===== src/include/dac_cfg_defs.vh =====
// Constants for the converter mode strap and shared pin configuration block.
`ifndef DAC_CFG_DEFS_VH
`define DAC_CFG_DEFS_VH

// Register bus byte offsets.
`define OFS_CONTROL        4'h0
`define OFS_STATUS         4'h4
`define OFS_SAMPLE         4'h8
`define OFS_RETIME_COUNT   4'hc

// Control register fields and reset value.
`define CTRL_CAPTURE_EN    0
`define CTRL_RESET         1'h1

// Status register field positions.
`define STAT_PIN_MODE      0
`define STAT_FORMAT_TWOS   1
`define STAT_POWER_DOWN    2
`define STAT_RETIME_PHASE  3
`define STAT_I_AUX         4
`define STAT_Q_AUX         5

// Sample width of the parallel data port.
`define SAMPLE_W           14

// Serial port frame layout.
`define SER_FRAME_BITS     5'h10
`define SER_INSTR_LAST     5'h07
`define SER_READ_BIT       7
`define SER_REG_COUNT      8

// Serial port register indices, fields and reset values.
`define SREG_DATA_CTRL     3'h0
`define SREG_SET_RES       3'h1
`define SDATA_FORMAT_TWOS  0
`define SDATA_POWER_DOWN   1
`define SSET_I_INTERNAL    0
`define SSET_Q_INTERNAL    1
`define SREG_DATA_CTRL_RST 8'h00
`define SREG_SET_RES_RST   8'h00
`define SREG_OTHER_RST     8'h00

`endif


===== src/core/dac_mode_strap_and_pin_config.v =====
// Mode strap, shared configuration pins and data qualification for the dual
// converter, with a register bus view of the resulting state.
//
// Contract
// A low mode strap selects serial-port mode and gives the shared pins serial functions.
// In serial-port mode a high pulse on the strap returns the serial registers to defaults.
// A high mode strap selects pin mode, taking format, power-down and phase from the pins.
// In serial-port mode the first shared pin is the serial clock driven by the host.
// In serial-port mode the second shared pin is one data line that host and device share.
// In serial-port mode the third shared pin is an active-low select framing each access.
// In pin mode the phase pin sets the retiming phase and is held at 0 for a common clock.
// In pin mode a 0 to 1 edge on the phase pin triggers the retiming alignment.
// In pin mode a low format pin means straight binary and a high one twos complement.
// In pin mode a high power-down pin stops everything except the serial port; here it freezes only sample capture and hand-off.
// Each channel's adjust pin is its auxiliary output when the internal set resistor is on.
// Parallel input data are qualified by the data qualification clock.
// Conversion timing comes from a separate sampling clock input.
// The host keeps the strap static in operation apart from the serial reset pulse.
//
// The implementer's own choices: the register addresses and the Avalon-MM slave port.
`timescale 1ns/100ps
`include "dac_cfg_defs.vh"

module dac_mode_strap_and_pin_config (
	// Clock and reset.
	input  wire                  ref_clk,
	input  wire                  rst_n,
	// Avalon-MM register slave.
	input  wire [3:0]            avs_address,
	input  wire                  avs_read,
	input  wire                  avs_write,
	input  wire [31:0]           avs_writedata,
	output reg  [31:0]           avs_readdata,
	output reg                   avs_waitrequest,
	// Mode strap and serial reset.
	input  wire                  mode_strap_reset,
	// First shared pin: serial clock or retime_phase_select.
	input  wire                  shared_clk_pin,
	// Second shared pin: serial data or format select.
	input  wire                  shared_data_in,
	output wire                  shared_data_out,
	output wire                  shared_data_oe,
	// Third shared pin: select, low active, or power_down_pin.
	input  wire                  shared_sel_pin,
	// Parallel data and its clocks.
	input  wire [`SAMPLE_W-1:0]  sample_in,
	input  wire                  data_qualify_clock,
	input  wire                  sampling_clock,
	// Resulting configuration.
	output reg                   pin_mode_q,
	output reg                   format_twos_q,
	output reg                   power_down_q,
	output reg                   retime_phase_q,
	output reg                   retime_trigger_q,
	output reg                   i_adjust_aux_q,
	output reg                   q_adjust_aux_q,
	// Converted sample toward the converters.
	output reg  [`SAMPLE_W-1:0]  sample_out_q,
	output reg                   sample_valid_q
);

	reg                  strap_q;
	reg                  phase_prev_q;
	reg                  qual_prev_q;
	reg                  samp_prev_q;
	reg [`SAMPLE_W-1:0]  hold_q;
	reg                  hold_valid_q;
	reg                  capture_en_q;
	reg [15:0]           retime_count_q;
	reg [31:0]           read_mux;
	wire                 ser_clk;
	wire                 ser_sel_n;
	wire                 ser_clear;
	wire                 reg_format_twos;
	wire                 reg_power_down;
	wire                 i_internal_set_resistor;
	wire                 q_internal_set_resistor;
	wire                 format_next;
	wire                 power_down_next;
	wire                 access;

	// Rising edge of a synchronously sampled level against its last value.
	function rising;
		input now;
		input prev;
		begin
			rising = now & ~prev;
		end
	endfunction

	// Map an input word to straight binary for the current sources.
	function [`SAMPLE_W-1:0] to_offset_binary;
		input [`SAMPLE_W-1:0] word;
		input                 twos;
		begin
			to_offset_binary = word;
			if (twos) begin
				to_offset_binary[`SAMPLE_W-1] = ~word[`SAMPLE_W-1];
			end
		end
	endfunction

	// Strap is registered once; the host is expected to keep it static.
	always @(posedge ref_clk or negedge rst_n) begin
		if (!rst_n) begin
			strap_q <= 1'b0;
		end else begin
			strap_q <= mode_strap_reset;
		end
	end

	// Serial functions exist only in serial-port mode; in pin mode the
	// port sees an idle clock and a released select.
	assign ser_clk   = strap_q ? 1'b0 : shared_clk_pin;
	assign ser_sel_n = strap_q ? 1'b1 : shared_sel_pin;
	// A high strap, whether a reset pulse or pin mode, clears the
	// registers, so entering serial mode always starts from defaults.
	assign ser_clear = strap_q;

	serial_cfg_port u_serial (
		.ref_clk                 (ref_clk),
		.rst_n                   (rst_n),
		.regs_clear              (ser_clear),
		.ser_clk                 (ser_clk),
		.ser_data_in             (shared_data_in),
		.ser_sel_n               (ser_sel_n),
		.ser_data_out            (shared_data_out),
		.ser_data_oe             (shared_data_oe),
		.reg_format_twos         (reg_format_twos),
		.reg_power_down          (reg_power_down),
		.i_internal_set_resistor (i_internal_set_resistor),
		.q_internal_set_resistor (q_internal_set_resistor)
	);

	// In pin mode format and power-down come straight from the pins.
	assign format_next     = strap_q ? shared_data_in : reg_format_twos;
	assign power_down_next = strap_q ? shared_sel_pin : reg_power_down;

	// Mode, format, power-down and adjust pin function.
	always @(posedge ref_clk or negedge rst_n) begin
		if (!rst_n) begin
			pin_mode_q     <= 1'b0;
			format_twos_q  <= 1'b0;
			power_down_q   <= 1'b0;
			i_adjust_aux_q <= 1'b0;
			q_adjust_aux_q <= 1'b0;
		end else begin
			pin_mode_q     <= strap_q;
			format_twos_q  <= format_next;
			power_down_q   <= power_down_next;
			i_adjust_aux_q <= i_internal_set_resistor;
			q_adjust_aux_q <= q_internal_set_resistor;
		end
	end

	// Retiming phase level and its 0 to 1 trigger, only in pin mode.
	// A common clock needs no alignment, so a held 0 never triggers.
	always @(posedge ref_clk or negedge rst_n) begin
		if (!rst_n) begin
			phase_prev_q     <= 1'b0;
			retime_phase_q   <= 1'b0;
			retime_trigger_q <= 1'b0;
			retime_count_q   <= 16'h0000;
		end else begin
			phase_prev_q     <= shared_clk_pin;
			retime_phase_q   <= strap_q & shared_clk_pin;
			retime_trigger_q <= 1'b0;
			if (strap_q && rising(shared_clk_pin, phase_prev_q)) begin
				retime_trigger_q <= 1'b1;
				retime_count_q   <= retime_count_q + 16'h0001;
			end
		end
	end

	// Data are taken on the qualification clock and handed to the
	// converters on the sampling clock; power-down freezes both, but the
	// serial port above keeps running.
	always @(posedge ref_clk or negedge rst_n) begin
		if (!rst_n) begin
			qual_prev_q    <= 1'b0;
			samp_prev_q    <= 1'b0;
			hold_q         <= {`SAMPLE_W{1'b0}};
			hold_valid_q   <= 1'b0;
			sample_out_q   <= {`SAMPLE_W{1'b0}};
			sample_valid_q <= 1'b0;
		end else begin
			qual_prev_q    <= data_qualify_clock;
			samp_prev_q    <= sampling_clock;
			sample_valid_q <= 1'b0;
			if (!power_down_q && capture_en_q &&
			    rising(data_qualify_clock, qual_prev_q)) begin
				hold_q       <= sample_in;
				hold_valid_q <= 1'b1;
			end
			if (!power_down_q && hold_valid_q &&
			    rising(sampling_clock, samp_prev_q)) begin
				sample_out_q   <= to_offset_binary(hold_q, format_twos_q);
				sample_valid_q <= 1'b1;
			end
		end
	end

	// Read data for the addressed register; unmapped offsets read zero.
	always @* begin
		read_mux = 32'h0000_0000;
		case (avs_address)
		`OFS_CONTROL: begin
			read_mux[`CTRL_CAPTURE_EN] = capture_en_q;
		end
		`OFS_STATUS: begin
			read_mux[`STAT_PIN_MODE]     = pin_mode_q;
			read_mux[`STAT_FORMAT_TWOS]  = format_twos_q;
			read_mux[`STAT_POWER_DOWN]   = power_down_q;
			read_mux[`STAT_RETIME_PHASE] = retime_phase_q;
			read_mux[`STAT_I_AUX]        = i_adjust_aux_q;
			read_mux[`STAT_Q_AUX]        = q_adjust_aux_q;
		end
		`OFS_SAMPLE: begin
			read_mux[`SAMPLE_W-1:0] = sample_out_q;
		end
		`OFS_RETIME_COUNT: begin
			read_mux[15:0] = retime_count_q;
		end
		default: begin
			read_mux = 32'h0000_0000;
		end
		endcase
	end

	assign access = avs_read | avs_write;

	// Bus slave with one wait state: waitrequest drops for one cycle, and
	// the write lands at the edge where the master sees it low.
	always @(posedge ref_clk or negedge rst_n) begin
		if (!rst_n) begin
			avs_waitrequest <= 1'b1;
			avs_readdata    <= 32'h0000_0000;
			capture_en_q    <= `CTRL_RESET;
		end else begin
			avs_waitrequest <= 1'b1;
			if (access && avs_waitrequest) begin
				avs_waitrequest <= 1'b0;
				if (avs_read) begin
					avs_readdata <= read_mux;
				end
			end
			if (avs_write && !avs_waitrequest &&
			    avs_address == `OFS_CONTROL) begin
				capture_en_q <= avs_writedata[`CTRL_CAPTURE_EN];
			end
		end
	end

endmodule


===== src/core/serial_cfg_port.v =====
// Serial configuration port with its small register file.
`timescale 1ns/100ps
`include "dac_cfg_defs.vh"

module serial_cfg_port (
	// Clock and reset.
	input  wire       ref_clk,
	input  wire       rst_n,
	// Return all registers to defaults while high.
	input  wire       regs_clear,
	// Serial pins; clock and select already gated by the mode, data in taken straight from the pin.
	input  wire       ser_clk,
	input  wire       ser_data_in,
	input  wire       ser_sel_n,
	output reg        ser_data_out,
	output reg        ser_data_oe,
	// Register fields used by the rest of the block.
	output wire       reg_format_twos,
	output wire       reg_power_down,
	output wire       i_internal_set_resistor,
	output wire       q_internal_set_resistor
);

	reg [7:0] regs_q [0:`SER_REG_COUNT-1];
	reg       clk_prev_q;
	reg [4:0] bit_cnt_q;
	reg [7:0] instr_q;
	reg [7:0] shift_q;
	wire      clk_rise;
	wire      clk_fall;
	wire      is_read;
	integer   i;

	assign clk_rise = ser_clk & ~clk_prev_q;
	assign clk_fall = ~ser_clk & clk_prev_q;
	assign is_read  = instr_q[`SER_READ_BIT];

	// Frame engine: eight instruction bits then eight data bits, MSB first.
	always @(posedge ref_clk or negedge rst_n) begin
		if (!rst_n) begin
			clk_prev_q   <= 1'b0;
			bit_cnt_q    <= 5'h00;
			instr_q      <= 8'h00;
			shift_q      <= 8'h00;
			ser_data_out <= 1'b0;
			ser_data_oe  <= 1'b0;
			for (i = 0; i < `SER_REG_COUNT; i = i + 1) begin
				regs_q[i] <= `SREG_OTHER_RST;
			end
			regs_q[`SREG_DATA_CTRL] <= `SREG_DATA_CTRL_RST;
			regs_q[`SREG_SET_RES]   <= `SREG_SET_RES_RST;
		end else begin
			clk_prev_q <= ser_clk;
			if (regs_clear) begin
				for (i = 0; i < `SER_REG_COUNT; i = i + 1) begin
					regs_q[i] <= `SREG_OTHER_RST;
				end
				regs_q[`SREG_DATA_CTRL] <= `SREG_DATA_CTRL_RST;
				regs_q[`SREG_SET_RES]   <= `SREG_SET_RES_RST;
			end
			if (ser_sel_n) begin
				// Deselect aborts a partial frame and frees the data line.
				bit_cnt_q   <= 5'h00;
				ser_data_oe <= 1'b0;
			end else if (clk_rise && bit_cnt_q < `SER_FRAME_BITS) begin
				// Bits are taken on the rising serial clock edge.
				bit_cnt_q <= bit_cnt_q + 5'h01;
				if (bit_cnt_q <= `SER_INSTR_LAST) begin
					instr_q <= {instr_q[6:0], ser_data_in};
				end else if (!is_read) begin
					// A read's data phase must not disturb the outgoing
					// bits, so nothing is shifted in while reading.
					shift_q <= {shift_q[6:0], ser_data_in};
				end
				if (bit_cnt_q == `SER_INSTR_LAST && ser_data_in == 1'b0 &&
				    instr_q[6] == 1'b0) begin
					ser_data_oe <= 1'b0;
				end
				if (bit_cnt_q == `SER_FRAME_BITS - 5'h01 && !is_read &&
				    !regs_clear) begin
					regs_q[instr_q[2:0]] <= {shift_q[6:0], ser_data_in};
				end
			end else if (clk_fall && bit_cnt_q >= `SER_INSTR_LAST + 5'h01 &&
			             bit_cnt_q < `SER_FRAME_BITS && is_read) begin
				// Device drives the shared line only in a read's data phase.
				ser_data_oe <= 1'b1;
				if (bit_cnt_q == `SER_INSTR_LAST + 5'h01) begin
					ser_data_out <= regs_q[instr_q[2:0]][7];
					shift_q      <= {regs_q[instr_q[2:0]][6:0], 1'b0};
				end else begin
					ser_data_out <= shift_q[7];
					shift_q      <= {shift_q[6:0], 1'b0};
				end
			end else if (bit_cnt_q == `SER_FRAME_BITS && clk_fall) begin
				// Turn the line back to the host after the last bit.
				ser_data_oe <= 1'b0;
			end
		end
	end

	assign reg_format_twos = regs_q[`SREG_DATA_CTRL][`SDATA_FORMAT_TWOS];
	assign reg_power_down  = regs_q[`SREG_DATA_CTRL][`SDATA_POWER_DOWN];
	assign i_internal_set_resistor = regs_q[`SREG_SET_RES][`SSET_I_INTERNAL];
	assign q_internal_set_resistor = regs_q[`SREG_SET_RES][`SSET_Q_INTERNAL];

endmodule


===== config.mk =====
export PLATFORM = sky130hd
export DESIGN_NAME = dac_mode_strap_and_pin_config
export DESIGN_NICKNAME = d
export VERILOG_FILES = /design/src/core/dac_mode_strap_and_pin_config.v /design/src/core/serial_cfg_port.v
export VERILOG_INCLUDE_DIRS = /design/src /design/src/include
export SDC_FILE = /design/constraint.sdc
export NUM_CORES = 1
export LEC_CHECK = 0
export ABC_AREA = 1
export BUFFER_PORTS_ARGS = -buffer_cell sky130_fd_sc_hd__buf_4
export CORE_MARGIN = 4
export CORE_UTILIZATION = 57
export DETAILED_ROUTE_END_ITERATION = 6
export PLACE_DENSITY = 0.8
export SLEW_MARGIN = 40
export SYNTH_ARGS = -nofsm -noshare
export SYNTH_HDL_FRONTEND = slang
export SYNTH_SLANG_ARGS = --single-unit

===== constraint.sdc =====
create_clock -name ref_clk -period 2.2 [get_ports ref_clk]
set_input_delay 0.11 -clock ref_clk [delete_from_list [all_inputs] [get_ports ref_clk]]
set_output_delay 0.11 -clock ref_clk [all_outputs]
set_load 0.02 [all_outputs]

==> results.md <==
Status:
- The run finished with clean final reports.

STA:
- The clock arrives with slightly above 0.009 ns of skew.
- The transition at the pin with the smallest max-transition slack is 0.747 ns.
- The fmax is between 0.4 and 0.5 GHz.
- The final number of max-transition violations was 0.
- Setup violations remaining at the end of the flow were counted as 0.
- The post-layout worst setup margin is approximately 0.13 ns.
- The final critical path takes up 94.2% of the cycle.
- The worst slew margin relative to its limit is 49.8%.
- The number of hold violations in the final report is 0.
- The minimum clock period is about 2.1 ns.

Floorplanning:
- The full die area is 16,000 um2.
- The total area inside the core boundary comes to 13,500 um2.
- For this configuration, the core starts out at a cell density of between 50% and 60%.
- From left edge to right edge, the die measures 126 um.
- The I/O pin count is 117.
- The chip height is 126 um.
- After floorplanning, the core was divided into between 40 and 50 placement rows.

Drt:
- The wire length per cell after detailed routing is 14.9 um.
- The routed via count is roughly 6,500.
- Once detail routing completed, the nets flagged for antenna violations numbered 0.
- The vias per cell is 5.29.
- The count of unresolved DRC violations after routing is 0.
- The total length of routed wires is 18,400 um.
- The violation count after the first detailed-routing iteration is 524.
- The first-pass iteration count of the detailed router is 5.

Layout:
- The net count reported at finish is 1,110.
- After routing the design area is 9430 um2.
- Compared with the post-synthesis result, the final layout area differs by 18.2%.
- The fraction of final layout cells with drive strength greater than 1 is roughly 16%.
- After filler insertion, the fill cell instance count of the layout stands at ~1,000.
- 0 antenna diodes ended up in the layout.

Job:
- Max-cap violations in this run came to 0.

Pwr:
- The internal cell power is 0.00555 W.
- Across the VDD grid, the largest voltage drop is between 0.5 and 0.6 mV.
- The fraction of power consumed by sequential logic is between 40% and 50%.
- Of the total power, the share spent switching nets is 29.7%.
- The fraction of power consumed by the clock network is approximately a third.
- The combinational share of power is 18.9%.
- For this design the total switching power over the nets is around 0.0023 W.
- Dividing total power by cell area gives a power density of 837 nW/um2.
- For this design the static power due to leakage is between 4 and 5 nW.

Placement:
- The placer's final routability congestion estimate is 0.852.
- Detailed placement finished with a half-perimeter wire length of 12,200 um.
- The number of I/O port buffers is 69.
- At the placement stage, the worst setup path has a slack of 0.136 ns.
- The placed instances occupy a cell area of 8620 um2.

Yosys:
- The cell area that synthesis handed to floorplanning was 7980 um2.
- Summing the areas of all fa, ha and maj instances in the mapped netlist gives 0.627% of the synthesized area.
- The count of unique library cells instantiated by Yosys is 40.
- Summing the areas of all and, or, nand and nor instances in the mapped netlist gives around a quarter of the synthesized area.
- Of the total synthesized cell area, the portion taken by XOR and XNOR cells is 1.43%.
- The post-synthesis sequential area ratio is 51.1%.
- Synthesis produced between 900 and 1,000 cells.
- The portion of synthesized area spent on multiplexers is approximately 2%.
- The number of warnings reported in the yosys synthesis log is 0.
- The combinational family with the most area after synthesis is simple AND/OR/NAND/NOR gates.
- Summing the areas of all compound-gate instances in the mapped netlist gives 9.25% of the synthesized area.
- After synthesis, the mean cell area works out to approximately 8.4 um2.
- The number of register bits inferred by synthesis is ~160.

Clock network:
- Clock latency on the worst-skew pair, taken at its later pin, is between 0.4 and 0.5 ns.
- The tree built by TritonCTS fans out to approximately 160 sinks.
- The H-tree level count is 4.
- The tree is rooted in a sky130_fd_sc_hd__clkbuf_16.
- The deepest clock path buffer count is 2.
- The clock buffer count from CTS is 17.
- The clock tree from TritonCTS is yes.
- The clock edge transition at the registers on the reported setup and hold paths is 0.06 ns.

Global route:
- The largest net degree at the start of global routing is 78.
- The wire length of the first global-routing pass is 30,800 um.
- The number of global-route vias before repair is 6,219.
- The initial antenna violation count came to 0.
- Global routing consumed, over all layers together, 23.9% of the routing resources.
- The total overflow left after global routing is 0.

Worst setup path:
- The largest individual stage delay along the critical path comes from the cell sky130_fd_sc_hd__dfrtp_1.
- Among cell families on the critical path, the largest total delay comes from simple AND/OR/NAND/NOR gates.
- Walking the worst path, the cells encountered are ha_1, nand2_1, nor2_1, ha_1, nand3_2, nor2_8, nand4_4, nand2_1, o21ai_1.
- The most critical setup path has its startpoint at u_serial.bit_cnt_q[0].
- The endpoint type of the worst setup path is a register.
- The required time of the critical path is 2.49 ns.
- Along the worst path, the maximum fanout reaches 16.
- STA classifies the critical path startpoint as a register.
- The start-to-end type of the worst setup path is register to register.
- STA puts the critical path data arrival time at about 2.4 ns.
- The critical register-to-register path startpoint is u_serial.bit_cnt_q[0].
- On the worst path, the slowest cell contributes a delay of between 0.3 and 0.4 ns.
- The number of buffers and inverters on the critical path is 0.

Worst hold path:
- The start point of the worst min-delay path is shared_sel_pin.
- The worst hold path belongs to the class input pin to register.
==> cell usage in the layout, fill, tap and decap left out, drive strengths merged <==
master,instances
a21oi,9
and3,1
buf,87
bufinv,2
clkbuf,18
clkinv,7
clkinvlp,3
conb,16
dfrtp,161
dfstp,2
dlygate4sd3,24
ha,4
inv,134
mux2,14
nand2,264
nand3,87
nand4,11
nor2,67
nor3,10
nor3b,1
o211ai,12
o21a,1
o21ai,99
o21bai,1
o221ai,4
o22ai,2
or2,2
xnor2,2
xor2,11
==> power groups by stage <==
stage,Clock [W],Combinational [W],Sequential (W)
after floorplan,0,0.000805,0.00371
after global placement,0,0.00141,0.00364
after detailed placement,0,0.00143,0.00365
after CTS,0.00283,0.00148,0.00360
after global routing,0.00297,0.00165,0.00365
final,0.00279,0.00149,0.00362
==> final cells by class <==
cell class                 count  area [um2]  area share, %
timing repair buffer         111         947           10.0
multi-input combinational    618        3130           33.2
tap                          176         220           2.33
clock buffer                  18         429           4.55
clock inverter                11         116           1.23
sequential                   163        4080           43.3
inverter                     135         507           5.37
==> worst paths after layout <==
kind,slack (ns),end,depth (start not counted)
max,0.13,u_serial.regs_q[8],9
min,0.03,u_serial.bit_cnt_q[0],4
max reg2reg,0.13,u_serial.regs_q[8],9
min reg2reg,0.38,i_adjust_aux_q,0
max in group asynchronous,1.23,sample_out_q[5],3
min in group asynchronous,0.29,u_serial.bit_cnt_q[0],2
==> logic make-up (layout without fill, tap and decap cells) <==
family | after synthesis | count (layout)
simple gates | 443 | 443
mux | 14 | 14
other cells | 1 | 16
xor+xnor | 13 | 13
compound gates | 128 | 128
buf+inv | 186 | 275
fa+ha+maj | 4 | 4
flops | 163 | 163
==> flip-flops by register name, indices dropped and copies added, names as in the netlist, 5 cells and up <==
| register | count |
|---|---|
| u_serial.bit_cnt_q | 5 |
| sample_out_q | 14 |
| hold_q | 14 |
| u_serial.shift_q | 8 |
| u_serial.instr_q | 8 |
| retime_count_q | 16 |
| u_serial.regs_q | 60 |
| avs_readdata | 16 |
==> worst min-delay path, stage by stage <==
cell                      delay [ns]
sky130_fd_sc_hd__buf_4          0.12
sky130_fd_sc_hd__nor2_4         0.06
sky130_fd_sc_hd__nand2_1        0.05
sky130_fd_sc_hd__o21ai_0        0.06
==> cell usage after synthesis, drive strengths merged <==
library cell,number,share of area (%)
mux2,14,2.0
nor3b,1,0.094
nand4,11,1.6
clkinv,1,0.047
clkbuf,16,0.78
o21a,1,0.094
nand3,87,6.2
xnor2,2,0.22
nor2,67,3.9
dfstp,2,0.66
dfrtp,161,50
a21oi,9,0.56
buf,35,3.3
or2,2,0.16
nand2,264,12
o21bai,1,0.094
nor3,10,0.63
conb,1,0.047
o221ai,4,0.44
o22ai,2,0.16
and3,1,0.078
o21ai,99,6.8
ha,4,0.63
o211ai,12,1.1
xor2,11,1.2
inv,134,6.3
==> per-stage QoR <==
step	power (W)	cells	util, %	hold slack [ns]	setup TNS (ns)
2_1_floorplan	0.00452	967	-	-0.186	0
3_3_place_gp	0.00504	1178	64.1	0.186	0
3_5_place_dp	0.00508	1178	64.1	0.187	0
4_1_cts	0.00791	1231	69.9	0.00455	0
5_1_grt	0.00827	1232	70.1	0.0203	-0.0156
6_report	0.00789	1232	70.1	0.0306	0
==> routing by layer <==
| layer | GRT usage, % | up-vias | wire length (um) |
|---|---|---|---|
| met5 | 0 | - | 0 |
| met3 | 5.04 | 29 | 965 |
| met1 | 32.4 | 3101 | 8110 |
| met2 | 38.7 | 202 | 8980 |
| met4 | 8.20 | 0 | 325 |
| li1 | - | 3182 | - |
==> timing repair <==
action	4_1_cts	5_1_grt
setup endpoints to repair	0	2
hold buffers	24	0
gates resized for setup	0	1
setup buffers	0	1
endpoints found under the hold margin	93	0
Note: power is estimated with default switching activity, not from simulation.
